--- config.mk ---
export PLATFORM = sky130hd
export DESIGN_NAME = fgc_bank
export DESIGN_NICKNAME = d
export VERILOG_FILES = /design/src/verilog/fgc_pkg.sv /design/src/verilog/fgc_bank.sv /design/src/verilog/fgc_entry_ram.sv /design/src/verilog/fgc_gpio.sv
export SDC_FILE = /design/constraint.sdc
export NUM_CORES = 2
export LEC_CHECK = 0
export BUFFER_PORTS_ARGS = -buffer_cell sky130_fd_sc_hd__buf_2
export CORE_ASPECT_RATIO = 1.5
export CORE_MARGIN = 2
export CORE_UTILIZATION = 65
export DETAILED_ROUTE_END_ITERATION = 10
export PLACE_DENSITY = 0.78
export SLEW_MARGIN = 10
export SYNTH_ARGS = -nofsm -noshare
export SYNTH_HDL_FRONTEND = slang
export SYNTH_SLANG_ARGS = --single-unit
--- constraint.sdc ---
create_clock -name aclk -period 10.75 [get_ports aclk]
set_input_delay 0.5375 -clock aclk [delete_from_list [all_inputs] [get_ports aclk]]
set_output_delay 0.5375 -clock aclk [all_outputs]
set_load 0.02 [all_outputs]
--- src/verilog/fgc_pkg.sv ---
// Package for the framer global configuration bank: register indices,
// field positions, reset values, indirect space codes and masks.
// Assumes an AXI4-Lite slave with 32-bit data; byte address = 4 * index.
package fgc_pkg;

  // Direct register indices
  localparam logic [9:0] IDX_CHIP_IDENTIFICATION = 10'h001;
  localparam logic [9:0] IDX_SOFT_RESET = 10'h004;
  localparam logic [9:0] IDX_GPIO = 10'h006;
  localparam logic [9:0] IDX_LINE_MODE = 10'h020;
  localparam logic [9:0] IDX_IND_CTRL = 10'h030;
  localparam logic [9:0] IDX_IND_DATA = 10'h031;

  // Line mode fields
  localparam int LM_STD_BIT = 0;
  localparam int LM_FMT_LSB = 1;
  localparam int LM_FMT_MSB = 2;
  localparam int LM_J1_BIT = 3;
  localparam logic [7:0] LM_MASK = 8'h0F;
  localparam logic [7:0] LM_RESET = 8'h00;

  // Frame format codes in T1/J1
  localparam logic [1:0] FMT_SF = 2'h0;
  localparam logic [1:0] FMT_ESF = 2'h1;

  // General pin fields
  localparam int GPIO_DIR_BIT = 0;
  localparam int GPIO_LEVEL_BIT = 2;
  localparam logic [7:0] GPIO_RESET = 8'h01;

  // Indirect control fields
  localparam int IND_ADDR_LSB = 0;
  localparam int IND_ADDR_MSB = 6;
  localparam int IND_SPACE_LSB = 8;
  localparam int IND_SPACE_MSB = 9;
  localparam int IND_BUSY_BIT = 16;

  // Indirect space codes
  localparam logic [1:0] SPACE_COUNTERS = 2'h0;
  localparam logic [1:0] SPACE_RX_EXTRACT = 2'h1;
  localparam logic [1:0] SPACE_RX_COND = 2'h2;
  localparam logic [1:0] SPACE_TX_COND = 2'h3;

  // Performance monitor byte offsets
  localparam logic [3:0] CNT_CRC_LO = 4'h0;
  localparam logic [3:0] CNT_CRC_HI = 4'h1;
  localparam logic [3:0] CNT_FRAMING_LO = 4'h2;
  localparam logic [3:0] CNT_FRAMING_HI = 4'h3;
  localparam logic [3:0] CNT_ALIGN = 4'h4;
  localparam logic [3:0] CNT_OUT_OF_FRAME = 4'h5;
  localparam logic [3:0] CNT_PATTERN_LO = 4'h6;
  localparam logic [3:0] CNT_PATTERN_HI = 4'h7;
  localparam logic [3:0] CNT_VIOLATION_LO = 4'h8;
  localparam logic [3:0] CNT_VIOLATION_HI = 4'h9;
  localparam logic [3:0] CNT_TX_CRC_LO = 4'hA;
  localparam logic [3:0] CNT_TX_CRC_HI = 4'hB;
  localparam logic [3:0] CNT_FAR_LO = 4'hC;
  localparam logic [3:0] CNT_FAR_HI = 4'hD;
  localparam logic [3:0] CNT_TX_FAR_LO = 4'hE;
  localparam logic [3:0] CNT_TX_FAR_HI = 4'hF;

  // Entry masks
  localparam logic [7:0] EXT_MASK = 8'h1F;
  localparam logic [7:0] COND_MASK = 8'hFF;
  localparam logic [7:0] SIG_MASK = 8'h5F;
  localparam logic [7:0] NO_BITS = 8'h00;

  // Entry memory size and clear sweep length
  localparam int ENTRY_AW = 7;
  localparam logic [6:0] ENTRY_LAST = 7'h7F;

  // Bus answers
  localparam logic [1:0] RESP_OKAY = 2'h0;
  localparam logic [1:0] RESP_SLVERR = 2'h2;

  // Read channel states
  typedef enum logic [1:0] {RD_IDLE, RD_FETCH, RD_RESP} fgc_rd_t;

  // Writable bits of an indirect entry, zero where no entry exists
  function automatic logic [7:0] entry_mask(input logic [1:0] space, input logic [6:0] a);
    logic [7:0] m;
    m = NO_BITS;
    if (space == SPACE_RX_EXTRACT) begin
      if (a[6:5] == 2'h0 && a[3:0] != 4'h0) begin
        m = EXT_MASK;
      end
    end else if (space != SPACE_COUNTERS) begin
      if (!a[6]) begin
        m = COND_MASK;
      end else if (!a[5] && a[3:0] != 4'h0) begin
        m = SIG_MASK;
      end
    end
    return m;
  endfunction

endpackage
--- src/verilog/fgc_bank.sv ---
// Global configuration bank of a T1/J1/E1 framer with AXI4-Lite access.
// Assumes one clock, synchronous active-low reset, counters from outside.
`timescale 1ns/1ps
module fgc_bank #(
  // Identification nibbles, values arbitrary
  parameter logic [3:0] ID_PART = 4'hA,
  parameter logic [3:0] ID_REV = 4'h3
) (
  // Clock and reset
  input wire logic aclk,
  input wire logic aresetn,
  // AXI write address
  input wire logic [11:0] s_axi_awaddr,
  input wire logic s_axi_awvalid,
  output logic s_axi_awready,
  // AXI write data
  input wire logic [31:0] s_axi_wdata,
  input wire logic [3:0] s_axi_wstrb,
  input wire logic s_axi_wvalid,
  output logic s_axi_wready,
  // AXI write response
  output logic [1:0] s_axi_bresp,
  output logic s_axi_bvalid,
  input wire logic s_axi_bready,
  // AXI read address
  input wire logic [11:0] s_axi_araddr,
  input wire logic s_axi_arvalid,
  output logic s_axi_arready,
  // AXI read data
  output logic [31:0] s_axi_rdata,
  output logic [1:0] s_axi_rresp,
  output logic s_axi_rvalid,
  input wire logic s_axi_rready,
  // Performance monitor counts
  input wire logic [9:0] frame_crc_error_count,
  input wire logic [11:0] framing_bit_error_count,
  input wire logic [2:0] alignment_change_count,
  input wire logic [4:0] out_of_frame_count,
  input wire logic [15:0] pattern_detector_count,
  input wire logic [15:0] line_code_violation_count,
  input wire logic [9:0] transmit_side_crc_count,
  input wire logic [9:0] far_end_block_error_count,
  input wire logic [9:0] transmit_side_far_block_count,
  // Mode outputs
  output logic line_standard_select,
  output logic j1_select,
  output logic [1:0] frame_format_field,
  output logic frame_format_invalid,
  output logic soft_reset_pulse,
  // General pin
  input wire logic gpio_in,
  output logic gpio_out,
  output logic gpio_oe
);

  logic [9:0] aw_idx_r;
  logic aw_have_r;
  logic [31:0] wdata_r;
  logic [3:0] wstrb_r;
  logic w_have_r;
  logic bvalid_r;
  logic [1:0] bresp_r;
  logic wr_fire;
  logic wr_byte0;
  logic [9:0] ar_idx_r;
  fgc_pkg::fgc_rd_t rd_state_r;
  fgc_pkg::fgc_rd_t rd_state_nxt;
  logic [31:0] rdata_r;
  logic [1:0] rresp_r;
  logic [31:0] rd_value;
  logic rd_mapped;
  logic [7:0] lm_r;
  logic soft_rst_r;
  logic [6:0] ind_addr_r;
  logic [1:0] ind_space_r;
  logic ind_busy;
  logic [7:0] ind_mask;
  logic [7:0] counter_byte;
  logic [7:0] gpio_rdata;
  logic [7:0] mem_rdata [1:3];
  logic [2:0] mem_busy;
  logic [7:0] id_byte;

  assign id_byte = {ID_PART, ID_REV};
  assign wr_fire = aw_have_r && w_have_r && !bvalid_r;
  assign wr_byte0 = wr_fire && wstrb_r[0];
  assign ind_busy = |mem_busy;
  assign ind_mask = fgc_pkg::entry_mask(ind_space_r, ind_addr_r);

  // Write address and data holding
  always_ff @(posedge aclk) begin
    if (!aresetn) begin
      aw_have_r <= 1'b0;
      w_have_r <= 1'b0;
      aw_idx_r <= 10'h000;
      wdata_r <= 32'h0000_0000;
      wstrb_r <= 4'h0;
    end else begin
      if (s_axi_awvalid && !aw_have_r) begin
        aw_have_r <= 1'b1;
        aw_idx_r <= s_axi_awaddr[11:2];
      end else if (wr_fire) begin
        aw_have_r <= 1'b0;
      end
      if (s_axi_wvalid && !w_have_r) begin
        w_have_r <= 1'b1;
        wdata_r <= s_axi_wdata;
        wstrb_r <= s_axi_wstrb;
      end else if (wr_fire) begin
        w_have_r <= 1'b0;
      end
    end
  end

  // Write response
  always_ff @(posedge aclk) begin
    if (!aresetn) begin
      bvalid_r <= 1'b0;
      bresp_r <= fgc_pkg::RESP_OKAY;
    end else if (wr_fire) begin
      bvalid_r <= 1'b1;
      case (aw_idx_r)
        fgc_pkg::IDX_CHIP_IDENTIFICATION, fgc_pkg::IDX_SOFT_RESET, fgc_pkg::IDX_GPIO,
        fgc_pkg::IDX_LINE_MODE, fgc_pkg::IDX_IND_CTRL,
        fgc_pkg::IDX_IND_DATA: bresp_r <= fgc_pkg::RESP_OKAY;
        default: bresp_r <= fgc_pkg::RESP_SLVERR;
      endcase
    end else if (s_axi_bready) begin
      bvalid_r <= 1'b0;
    end
  end

  assign s_axi_awready = !aw_have_r;
  assign s_axi_wready = !w_have_r;
  assign s_axi_bvalid = bvalid_r;
  assign s_axi_bresp = bresp_r;

  // line mode kept across software reset
  // only the bus reset clears it
  always_ff @(posedge aclk) begin
    if (!aresetn) begin
      lm_r <= fgc_pkg::LM_RESET;
    end else if (wr_byte0 && aw_idx_r == fgc_pkg::IDX_LINE_MODE) begin
      lm_r <= wdata_r[7:0] & fgc_pkg::LM_MASK;
    end
  end

  // runs on aclk, so it needs the clock present
  always_ff @(posedge aclk) begin
    if (!aresetn) begin
      soft_rst_r <= 1'b0;
    end else begin
      soft_rst_r <= wr_fire && aw_idx_r == fgc_pkg::IDX_SOFT_RESET;
    end
  end

  always_ff @(posedge aclk) begin
    if (!aresetn) begin
      line_standard_select <= 1'b0;
      j1_select <= 1'b0;
      frame_format_field <= fgc_pkg::FMT_SF;
      frame_format_invalid <= 1'b0;
    end else begin
      line_standard_select <= lm_r[fgc_pkg::LM_STD_BIT];
      j1_select <= lm_r[fgc_pkg::LM_STD_BIT] && lm_r[fgc_pkg::LM_J1_BIT];
      frame_format_field <= lm_r[fgc_pkg::LM_STD_BIT] ?
        lm_r[fgc_pkg::LM_FMT_MSB:fgc_pkg::LM_FMT_LSB] : fgc_pkg::FMT_SF;
      frame_format_invalid <= lm_r[fgc_pkg::LM_STD_BIT] && lm_r[fgc_pkg::LM_J1_BIT]
        && lm_r[fgc_pkg::LM_FMT_MSB];
    end
  end

  assign soft_reset_pulse = soft_rst_r;

  always_ff @(posedge aclk) begin
    if (!aresetn || soft_rst_r) begin
      ind_addr_r <= 7'h00;
      ind_space_r <= fgc_pkg::SPACE_COUNTERS;
    end else if (wr_byte0 && aw_idx_r == fgc_pkg::IDX_IND_CTRL) begin
      ind_addr_r <= wdata_r[fgc_pkg::IND_ADDR_MSB:fgc_pkg::IND_ADDR_LSB];
      if (wstrb_r[1]) begin
        ind_space_r <= wdata_r[fgc_pkg::IND_SPACE_MSB:fgc_pkg::IND_SPACE_LSB];
      end
    end
  end

  // General pin
  fgc_gpio u_gpio (
    .aclk(aclk),
    .aresetn(aresetn),
    .soft_reset(soft_rst_r),
    .wr_en(wr_byte0 && aw_idx_r == fgc_pkg::IDX_GPIO),
    .wdata(wdata_r[7:0]),
    .rdata(gpio_rdata),
    .gpio_in(gpio_in),
    .gpio_out(gpio_out),
    .gpio_oe(gpio_oe)
  );

  genvar gi;
  for (gi = 1; gi < 4; gi++) begin : g_space
    logic mem_wr;
    // reserved bits and missing entries dropped
    assign mem_wr = wr_byte0 && aw_idx_r == fgc_pkg::IDX_IND_DATA && !ind_busy
      && ind_space_r == 2'(gi) && ind_mask != fgc_pkg::NO_BITS;
    fgc_entry_ram u_ram (
      .aclk(aclk),
      .aresetn(aresetn),
      .clear_req(soft_rst_r),
      .clear_busy(mem_busy[gi-1]),
      .wr_en(mem_wr),
      .addr(ind_addr_r),
      .wdata(wdata_r[7:0] & ind_mask),
      .rdata(mem_rdata[gi])
    );
  end

  always_comb begin
    counter_byte = 8'h00;
    if (ind_addr_r[6:4] == 3'h0) begin
      case (ind_addr_r[3:0])
        fgc_pkg::CNT_CRC_LO: counter_byte = frame_crc_error_count[7:0];
        fgc_pkg::CNT_CRC_HI: counter_byte = {6'h00, frame_crc_error_count[9:8]};
        fgc_pkg::CNT_FRAMING_LO: counter_byte = framing_bit_error_count[7:0];
        fgc_pkg::CNT_FRAMING_HI: counter_byte = {4'h0, framing_bit_error_count[11:8]};
        fgc_pkg::CNT_ALIGN: counter_byte = {5'h00, alignment_change_count};
        fgc_pkg::CNT_OUT_OF_FRAME: counter_byte = {3'h0, out_of_frame_count};
        fgc_pkg::CNT_PATTERN_LO: counter_byte = pattern_detector_count[7:0];
        fgc_pkg::CNT_PATTERN_HI: counter_byte = pattern_detector_count[15:8];
        fgc_pkg::CNT_VIOLATION_LO: counter_byte = line_code_violation_count[7:0];
        fgc_pkg::CNT_VIOLATION_HI: counter_byte = line_code_violation_count[15:8];
        fgc_pkg::CNT_TX_CRC_LO: counter_byte = transmit_side_crc_count[7:0];
        fgc_pkg::CNT_TX_CRC_HI: counter_byte = {6'h00, transmit_side_crc_count[9:8]};
        fgc_pkg::CNT_FAR_LO: counter_byte = far_end_block_error_count[7:0];
        fgc_pkg::CNT_FAR_HI: counter_byte = {6'h00, far_end_block_error_count[9:8]};
        fgc_pkg::CNT_TX_FAR_LO: counter_byte = transmit_side_far_block_count[7:0];
        fgc_pkg::CNT_TX_FAR_HI: counter_byte = {6'h00, transmit_side_far_block_count[9:8]};
        default: counter_byte = 8'h00;
      endcase
    end
  end

  always_comb begin
    rd_value = 32'h0000_0000;
    rd_mapped = 1'b1;
    case (ar_idx_r)
      fgc_pkg::IDX_CHIP_IDENTIFICATION: rd_value[7:0] = id_byte;
      fgc_pkg::IDX_SOFT_RESET: rd_value = 32'h0000_0000;
      fgc_pkg::IDX_GPIO: rd_value[7:0] = gpio_rdata;
      fgc_pkg::IDX_LINE_MODE: rd_value[7:0] = lm_r;
      fgc_pkg::IDX_IND_CTRL: begin
        rd_value[fgc_pkg::IND_ADDR_MSB:fgc_pkg::IND_ADDR_LSB] = ind_addr_r;
        rd_value[fgc_pkg::IND_SPACE_MSB:fgc_pkg::IND_SPACE_LSB] = ind_space_r;
        rd_value[fgc_pkg::IND_BUSY_BIT] = ind_busy;
      end
      fgc_pkg::IDX_IND_DATA: begin
        if (ind_space_r == fgc_pkg::SPACE_COUNTERS) begin
          rd_value[7:0] = counter_byte;
        end else if (!ind_busy) begin
          rd_value[7:0] = mem_rdata[ind_space_r] & ind_mask;
        end
      end
      default: rd_mapped = 1'b0;
    endcase
  end

  // Read state: fetch cycle lets the entry memory settle
  always_comb begin
    rd_state_nxt = rd_state_r;
    case (rd_state_r)
      fgc_pkg::RD_IDLE: if (s_axi_arvalid) rd_state_nxt = fgc_pkg::RD_FETCH;
      fgc_pkg::RD_FETCH: rd_state_nxt = fgc_pkg::RD_RESP;
      fgc_pkg::RD_RESP: if (s_axi_rready) rd_state_nxt = fgc_pkg::RD_IDLE;
      default: rd_state_nxt = fgc_pkg::RD_IDLE;
    endcase
  end

  // Read channel registers
  always_ff @(posedge aclk) begin
    if (!aresetn) begin
      rd_state_r <= fgc_pkg::RD_IDLE;
      ar_idx_r <= 10'h000;
      rdata_r <= 32'h0000_0000;
      rresp_r <= fgc_pkg::RESP_OKAY;
    end else begin
      rd_state_r <= rd_state_nxt;
      if (rd_state_r == fgc_pkg::RD_IDLE && s_axi_arvalid) begin
        ar_idx_r <= s_axi_araddr[11:2];
      end
      if (rd_state_r == fgc_pkg::RD_FETCH) begin
        rdata_r <= rd_value;
        rresp_r <= rd_mapped ? fgc_pkg::RESP_OKAY : fgc_pkg::RESP_SLVERR;
      end
    end
  end

  assign s_axi_arready = rd_state_r == fgc_pkg::RD_IDLE;
  assign s_axi_rvalid = rd_state_r == fgc_pkg::RD_RESP;
  assign s_axi_rdata = rdata_r;
  assign s_axi_rresp = rresp_r;

  // Checks
  a_srst_any: assert property (@(posedge aclk) disable iff (!aresetn)
    wr_fire && aw_idx_r == fgc_pkg::IDX_SOFT_RESET |=> soft_reset_pulse)
    else $error("write to reset register gave no reset");
  a_mode_hold: assert property (@(posedge aclk) disable iff (!aresetn)
    soft_rst_r |=> $stable(lm_r)) else $error("line mode lost on soft reset");
  a_sel_clear: assert property (@(posedge aclk) disable iff (!aresetn)
    soft_rst_r |=> ind_addr_r == 7'h00 && ind_busy) else $error("no default after reset");
  a_id_read: assert property (@(posedge aclk) disable iff (!aresetn)
    rd_state_r == fgc_pkg::RD_FETCH && ar_idx_r == fgc_pkg::IDX_CHIP_IDENTIFICATION
    |=> s_axi_rvalid && s_axi_rdata == {24'h000000, ID_PART, ID_REV})
    else $error("identification byte wrong");
  a_std_follow: assert property (@(posedge aclk) disable iff (!aresetn)
    wr_byte0 && aw_idx_r == fgc_pkg::IDX_LINE_MODE
    |=> ##1 line_standard_select == $past(wdata_r[0], 2)) else $error("standard not set");
  a_j1_e1: assert property (@(posedge aclk) disable iff (!aresetn)
    !lm_r[fgc_pkg::LM_STD_BIT] |=> !j1_select && frame_format_field == fgc_pkg::FMT_SF)
    else $error("variant bits active in E1");
  a_fmt_only_t1: assert property (@(posedge aclk) disable iff (!aresetn)
    frame_format_invalid |-> j1_select && frame_format_field[1])
    else $error("format flagged wrongly");
  a_rsv_zero: assert property (@(posedge aclk) disable iff (!aresetn)
    s_axi_rvalid |-> s_axi_rdata[31:17] == 15'h0000) else $error("reserved bits set");
  a_ext_bits: assert property (@(posedge aclk) disable iff (!aresetn)
    s_axi_rvalid && ar_idx_r == fgc_pkg::IDX_IND_DATA
    && ind_space_r == fgc_pkg::SPACE_RX_EXTRACT |-> s_axi_rdata[7:5] == 3'h0)
    else $error("extract entry reserved bits set");
  a_sig_bits: assert property (@(posedge aclk) disable iff (!aresetn)
    s_axi_rvalid && ar_idx_r == fgc_pkg::IDX_IND_DATA && ind_space_r[1] && ind_addr_r[6]
    |-> s_axi_rdata[7] == 1'b0 && s_axi_rdata[5] == 1'b0)
    else $error("signaling entry reserved bits set");

  c_write_done: cover property (@(posedge aclk) disable iff (!aresetn)
    s_axi_bvalid && s_axi_bready);
  c_read_done: cover property (@(posedge aclk) disable iff (!aresetn)
    s_axi_rvalid && s_axi_rready);
  c_soft_reset: cover property (@(posedge aclk) disable iff (!aresetn) soft_reset_pulse);
  c_pin_input: cover property (@(posedge aclk) disable iff (!aresetn)
    !gpio_oe && s_axi_rvalid && ar_idx_r == fgc_pkg::IDX_GPIO);

endmodule

--- src/verilog/fgc_entry_ram.sv ---
// Byte-wide entry memory for one indirect space, 128 words.
// Assumes the caller masks data; a clear request sweeps every word to zero.
`timescale 1ns/1ps
module fgc_entry_ram (
  // Clock and reset
  input wire logic aclk,
  input wire logic aresetn,
  // Clear sweep
  input wire logic clear_req,
  output logic clear_busy,
  // Access port
  input wire logic wr_en,
  input wire logic [6:0] addr,
  input wire logic [7:0] wdata,
  output logic [7:0] rdata
);

  logic [7:0] mem [0:127];
  logic [6:0] clr_cnt_r;
  logic clr_act_r;

  // Clear sweep counter
  always_ff @(posedge aclk) begin
    if (!aresetn || clear_req) begin
      clr_act_r <= clear_req;
      clr_cnt_r <= 7'h00;
    end else if (clr_act_r) begin
      clr_cnt_r <= clr_cnt_r + 7'h01;
      if (clr_cnt_r == fgc_pkg::ENTRY_LAST) begin
        clr_act_r <= 1'b0;
      end
    end
  end

  // Sweep writes win over bus writes
  always_ff @(posedge aclk) begin
    if (clr_act_r) begin
      mem[clr_cnt_r] <= 8'h00;
    end else if (wr_en) begin
      mem[addr] <= wdata;
    end
  end

  // Registered read
  always_ff @(posedge aclk) begin
    if (!aresetn) begin
      rdata <= 8'h00;
    end else begin
      rdata <= mem[addr];
    end
  end

  assign clear_busy = clr_act_r;

  a_clear_start: assert property (@(posedge aclk) disable iff (!aresetn)
    clear_req |=> clear_busy) else $error("clear sweep did not start");

endmodule

--- src/verilog/fgc_gpio.sv ---
// General pin with direction and level control.
// Assumes the pin input is synchronous to aclk; the pad is resolved outside.
`timescale 1ns/1ps
module fgc_gpio (
  // Clock and reset
  input wire logic aclk,
  input wire logic aresetn,
  input wire logic soft_reset,
  // Register access
  input wire logic wr_en,
  input wire logic [7:0] wdata,
  output logic [7:0] rdata,
  // Pin
  input wire logic gpio_in,
  output logic gpio_out,
  output logic gpio_oe
);

  logic dir_r;
  logic level_r;
  logic pin_r;

  always_ff @(posedge aclk) begin
    if (!aresetn || soft_reset) begin
      dir_r <= fgc_pkg::GPIO_RESET[fgc_pkg::GPIO_DIR_BIT];
    end else if (wr_en) begin
      dir_r <= wdata[fgc_pkg::GPIO_DIR_BIT];
    end
  end

  always_ff @(posedge aclk) begin
    if (!aresetn || soft_reset) begin
      level_r <= fgc_pkg::GPIO_RESET[fgc_pkg::GPIO_LEVEL_BIT];
    end else if (wr_en && !dir_r) begin
      level_r <= wdata[fgc_pkg::GPIO_LEVEL_BIT];
    end
  end

  // Pin sample
  always_ff @(posedge aclk) begin
    if (!aresetn) begin
      pin_r <= 1'b0;
    end else begin
      pin_r <= gpio_in;
    end
  end

  always_comb begin
    rdata = 8'h00;
    rdata[fgc_pkg::GPIO_DIR_BIT] = dir_r;
    rdata[fgc_pkg::GPIO_LEVEL_BIT] = dir_r ? pin_r : level_r;
  end

  assign gpio_out = level_r;
  assign gpio_oe = !dir_r;

  a_dir_default: assert property (@(posedge aclk) disable iff (!aresetn)
    soft_reset |=> !gpio_oe) else $error("pin not input after reset");
  a_out_drive: assert property (@(posedge aclk) disable iff (!aresetn)
    wr_en && !dir_r && !soft_reset |=> gpio_out == $past(wdata[fgc_pkg::GPIO_LEVEL_BIT]))
    else $error("pin level not driven");
  a_in_ignore: assert property (@(posedge aclk) disable iff (!aresetn)
    wr_en && dir_r && !soft_reset |=> $stable(level_r))
    else $error("level written in input mode");

endmodule

==> run_results.csv <==
group,metric,value,unit
routing,wl_met2,144000,µm
power,p_sw,0.00392,W
global_routing,grt_pass1_wl,426000,µm
power,seqPwrFrac,58.0,%
setup_path,end_kind,"register",
global_routing,grt_usage,34.5,%
routing,top_layer_used,"met5",
setup_path,cp_cell_sequence,"buf_12, buf_12, nand3_4, buf_4, o221ai_1, o22ai_1, a2111oi_2, a31oi_1, o211ai_1",
timing,final-hold-violation-count,0,
floorplan,rows,186,
timing,fin_setup_tns,0,ns
place,dp_hpwl,181000,µm
timing,fin_crit_sh,53.4,%
layout,final_core_util,71.6,%
power,total_power,0.0204,W
logic_synthesis,synth_area_per_cell,18.5,µm²
clocking,cts_tree,"done",
clocking,cts_setup_buffers,0,
logic_synthesis,yosysSeqAreaShare,74.5,%
routing,drt_iter0_markers,8608,
global_routing,grt_max_degree,116,
logic_synthesis,ys_types,78,
place,port_buffers,157,
floorplan,initial_core_util,65.3,%
setup_path,reg2reg_to,"g_space[3].u_ram.rdata[4]",
setup_path,path_common_cell,"buf_12",
setup_path,required,11.54,ns
routing,drc,0,
power,pwr-share-comb,0.6,%
clocking,h-tree-depth,4,
routing,wl_met3,37100,µm
min_path,hold_end,"rd_state_r[0]",
logic_synthesis,synthesis.instances,6020,
setup_path,cp_slowest_stage_delay,0.95,ns
routing,via_per_inst,7.14,
place,dpl.cell_count,8137,
place,placed_area,0.114,mm²
power,switching_share,19.2,%
timing,fin_skew,0.0348,ns
place,routabilityCongestion,0.937,
setup_path,rr_worst_depth,9,
routing,wl,300000,µm
timing,slew_headroom,10.2,%
routing,post_drt_wl_per_cell,34.9,µm
logic_synthesis,synthesis.area,0.112,mm²
routing,drtPass1Iterations,8,
clocking,clkTransAtPathRegs,0.07,ns
power,leakage,40.9,nW
timing,tightest_slew,1.34,ns
layout,nets,6317,
clocking,clkLatencyLatePin,0.89,ns
setup_path,cpMaxStageDelayCell,"a2111oi_2",
global_routing,antenna_found_initial,13,
setup_path,cp-start-kind,"register",
timing,finalSetupViolations,0,
flow_run,maxCapViolations,0,
layout,final_layout_size_suffix_gt1_share,19.8,%
logic_synthesis,synth-seq-cells,2805,
global_routing,grt_pass1_vias,61041,
timing,slew_violations,0,
floorplan,core_area,0.171,mm²
min_path,min_path_cells,3,
clocking,clockBufferDepth,3,
layout,area_growth,9.61,%
timing,fmax,174,MHz
setup_path,crit_fanout,67,
floorplan,die-area,0.175,mm²
routing,num_vias,61470,
logic_synthesis,synth_warnings,0,
layout,instances_no_fill,8608,
logic_synthesis,synth_edf_count,2688,
logic_synthesis,synth_flop_cell,"edfxtp_1",
layout,postLayoutCellArea,0.122,mm²
min_path,hold_start,"s_axi_arvalid",
power,powerDensity,167,mW/mm²
floorplan,die_h,511,µm
power,ir_drop,0.176,mV
logic_synthesis,async_reset_ff_share,0,%
floorplan,fp.dieW,342,µm
floorplan,io_pins,209,
routing,wl_met1,97600,µm
setup_path,path_class,"reg2reg",
clocking,cts_root_buf,"clkbuf_16",
global_routing,overflow,0,
setup_path,worst_r2r_startpoint,"ind_addr_r[0]",
status,outcome,"finished, final reports clean",
setup_path,cp.arrival,6.53,ns
clocking,cts-buffers-inserted,233,
power,power.internal,0.0164,W
timing,rsz0062_at_grt,"no",
timing,fin_crit,5.74,ns
power,p_clk_share,41.4,%
setup_path,regToRegSetupSlack,5.01,ns
routing,antenna_left,0,
min_path,worst_hold_path_type,"in2reg",
clocking,cts.sinks,2805,
==> flip-flops by register name (all words and copies together), names as in the netlist, 3 cells and up <==
name,flops
ind_addr_r,7
g_space.u_ram.clear_busy,3
g_space.u_ram.rdata,21
wdata_r,10
lm_r,4
s_axi_rdata,11
g_space.u_ram.clr_cnt_r,21
g_space.u_ram.mem,2688
aw_idx_r,10
ar_idx_r,10
==> worst max path at each step <==
stage	start	slack, ns	end	cells past startpoint
detailed placement	ind_addr_r[0]	5.12	g_space[3].u_ram.rdata[4]	9
floorplan	aw_idx_r[3]	4.94	g_space[2].u_ram.mem[0][0]	8
global placement	ind_addr_r[0]	5.19	g_space[3].u_ram.rdata[4]	9
finish	ind_addr_r[0]	5.01	g_space[3].u_ram.rdata[4]	9
global route	ind_addr_r[1]	4.81	g_space[3].u_ram.rdata[2]	9
CTS	ind_addr_r[0]	5.11	g_space[3].u_ram.rdata[4]	9
==> final cells by class <==
class / instances / area, µm²
fill: 9852 / 48500
tap: 2256 / 2820
clock inverter: 139 / 1270
clock buffer: 288 / 6200
sequential: 2805 / 83100
multi-input combinational: 2779 / 26600
inverter: 14 / 55.1
timing repair buffer: 321 / 2220
antenna: 6 / 15.0
==> timing repair <==
item / CTS / global route
hold endpoints to repair: 37 / 0
gates resized for setup: 0 / 0
hold buffers: 37 / 0
==> cell usage in the layout, fill, tap and decap left out, types with 50 or more instances in the layout <==
cell	Yosys	routed
edfxtp_1	2688	2688
mux4_2	494	494
nor2_1	501	476
mux2i_1	399	399
nand2_1	243	243
clkbuf_16	0	238
a21oi_1	210	210
buf_2	131	157
o221ai_1	130	130
buf_4	107	118
dfxtp_1	117	112
a22oi_1	86	86
a211oi_1	69	69
o22ai_1	53	53
a22o_1	52	52
clkinv_1	1	50
==> power by group through the flow <==
stage	registers (W)	logic, W	clock network (W)
6_report	0.0118	0.000123	0.00843
5_1_grt	0.0118	0.000129	0.00881
4_1_cts	0.0118	0.000117	0.00843
3_5_place_dp	0.0120	0.000105	0
3_3_place_gp	0.0120	0.000104	0
2_1_floorplan	0.0120	0.0000578	0
==> synth_stat cells, types with 27 or more instances <==
cell type	count	share of area, %
a211oi_1	69	0.46
a21oi_1	210	0.94
a22o_1	52	0.41
a22oi_1	86	0.58
buf_2	131	0.59
buf_4	107	0.72
clkbuf_1	163	0.55
dfxtp_1	117	2.1
edfxtp_1	2688	72
mux2i_1	399	3.6
mux4_2	494	10
nand2_1	243	0.82
nand3_1	29	0.13
nor2_1	501	1.7
nor2b_1	27	0.15
nor3_1	44	0.20
o21ai_0	47	0.21
o221ai_1	130	1.0
o22ai_1	53	0.30
==> layer usage <==
layer | vias to the layer above | GRT usage, %
met5 | - | 0
met2 | 4537 | 54.3
met3 | 1025 | 9.06
met4 | 14 | 20.7
li1 | 24663 | -
met1 | 31231 | 43.4
==> worst max-delay path, delay by kind of cell (launching register included) <==
family,cells,cell delay (ns)
buffers and inverters,3,1.66
and+or+nand+nor,1,0.93
DFF,1,0.93
AOI/OAI and AO/OA,5,1.89
==> stage by stage <==
| stage | worst slack (ns) | hold slack (ns) |
|---|---|---|
| after detailed placement | 5.12 | 0.448 |
| final | 5.01 | 0.128 |
| after CTS | 5.11 | 0.0897 |
| after global routing | 4.81 | 0.149 |
| after floorplan | 4.94 | 0.431 |
| after global placement | 5.19 | 0.439 |
==> kinds of logic after synthesis <==
family | count (synthesis) | synth area share [%]
multiplexers | 942 | 14.2
adder cells (fa/ha/maj) | 3 | 0.0337
flip-flops | 2805 | 74.5
AND/OR/NAND/NOR | 1011 | 4.06
other | 1 | 0.00336
buffers and inverters | 458 | 2.17
XOR/XNOR | 15 | 0.118
AO/OA/AOI/OAI | 785 | 4.94
Note: power is estimated with default switching activity, not from simulation.
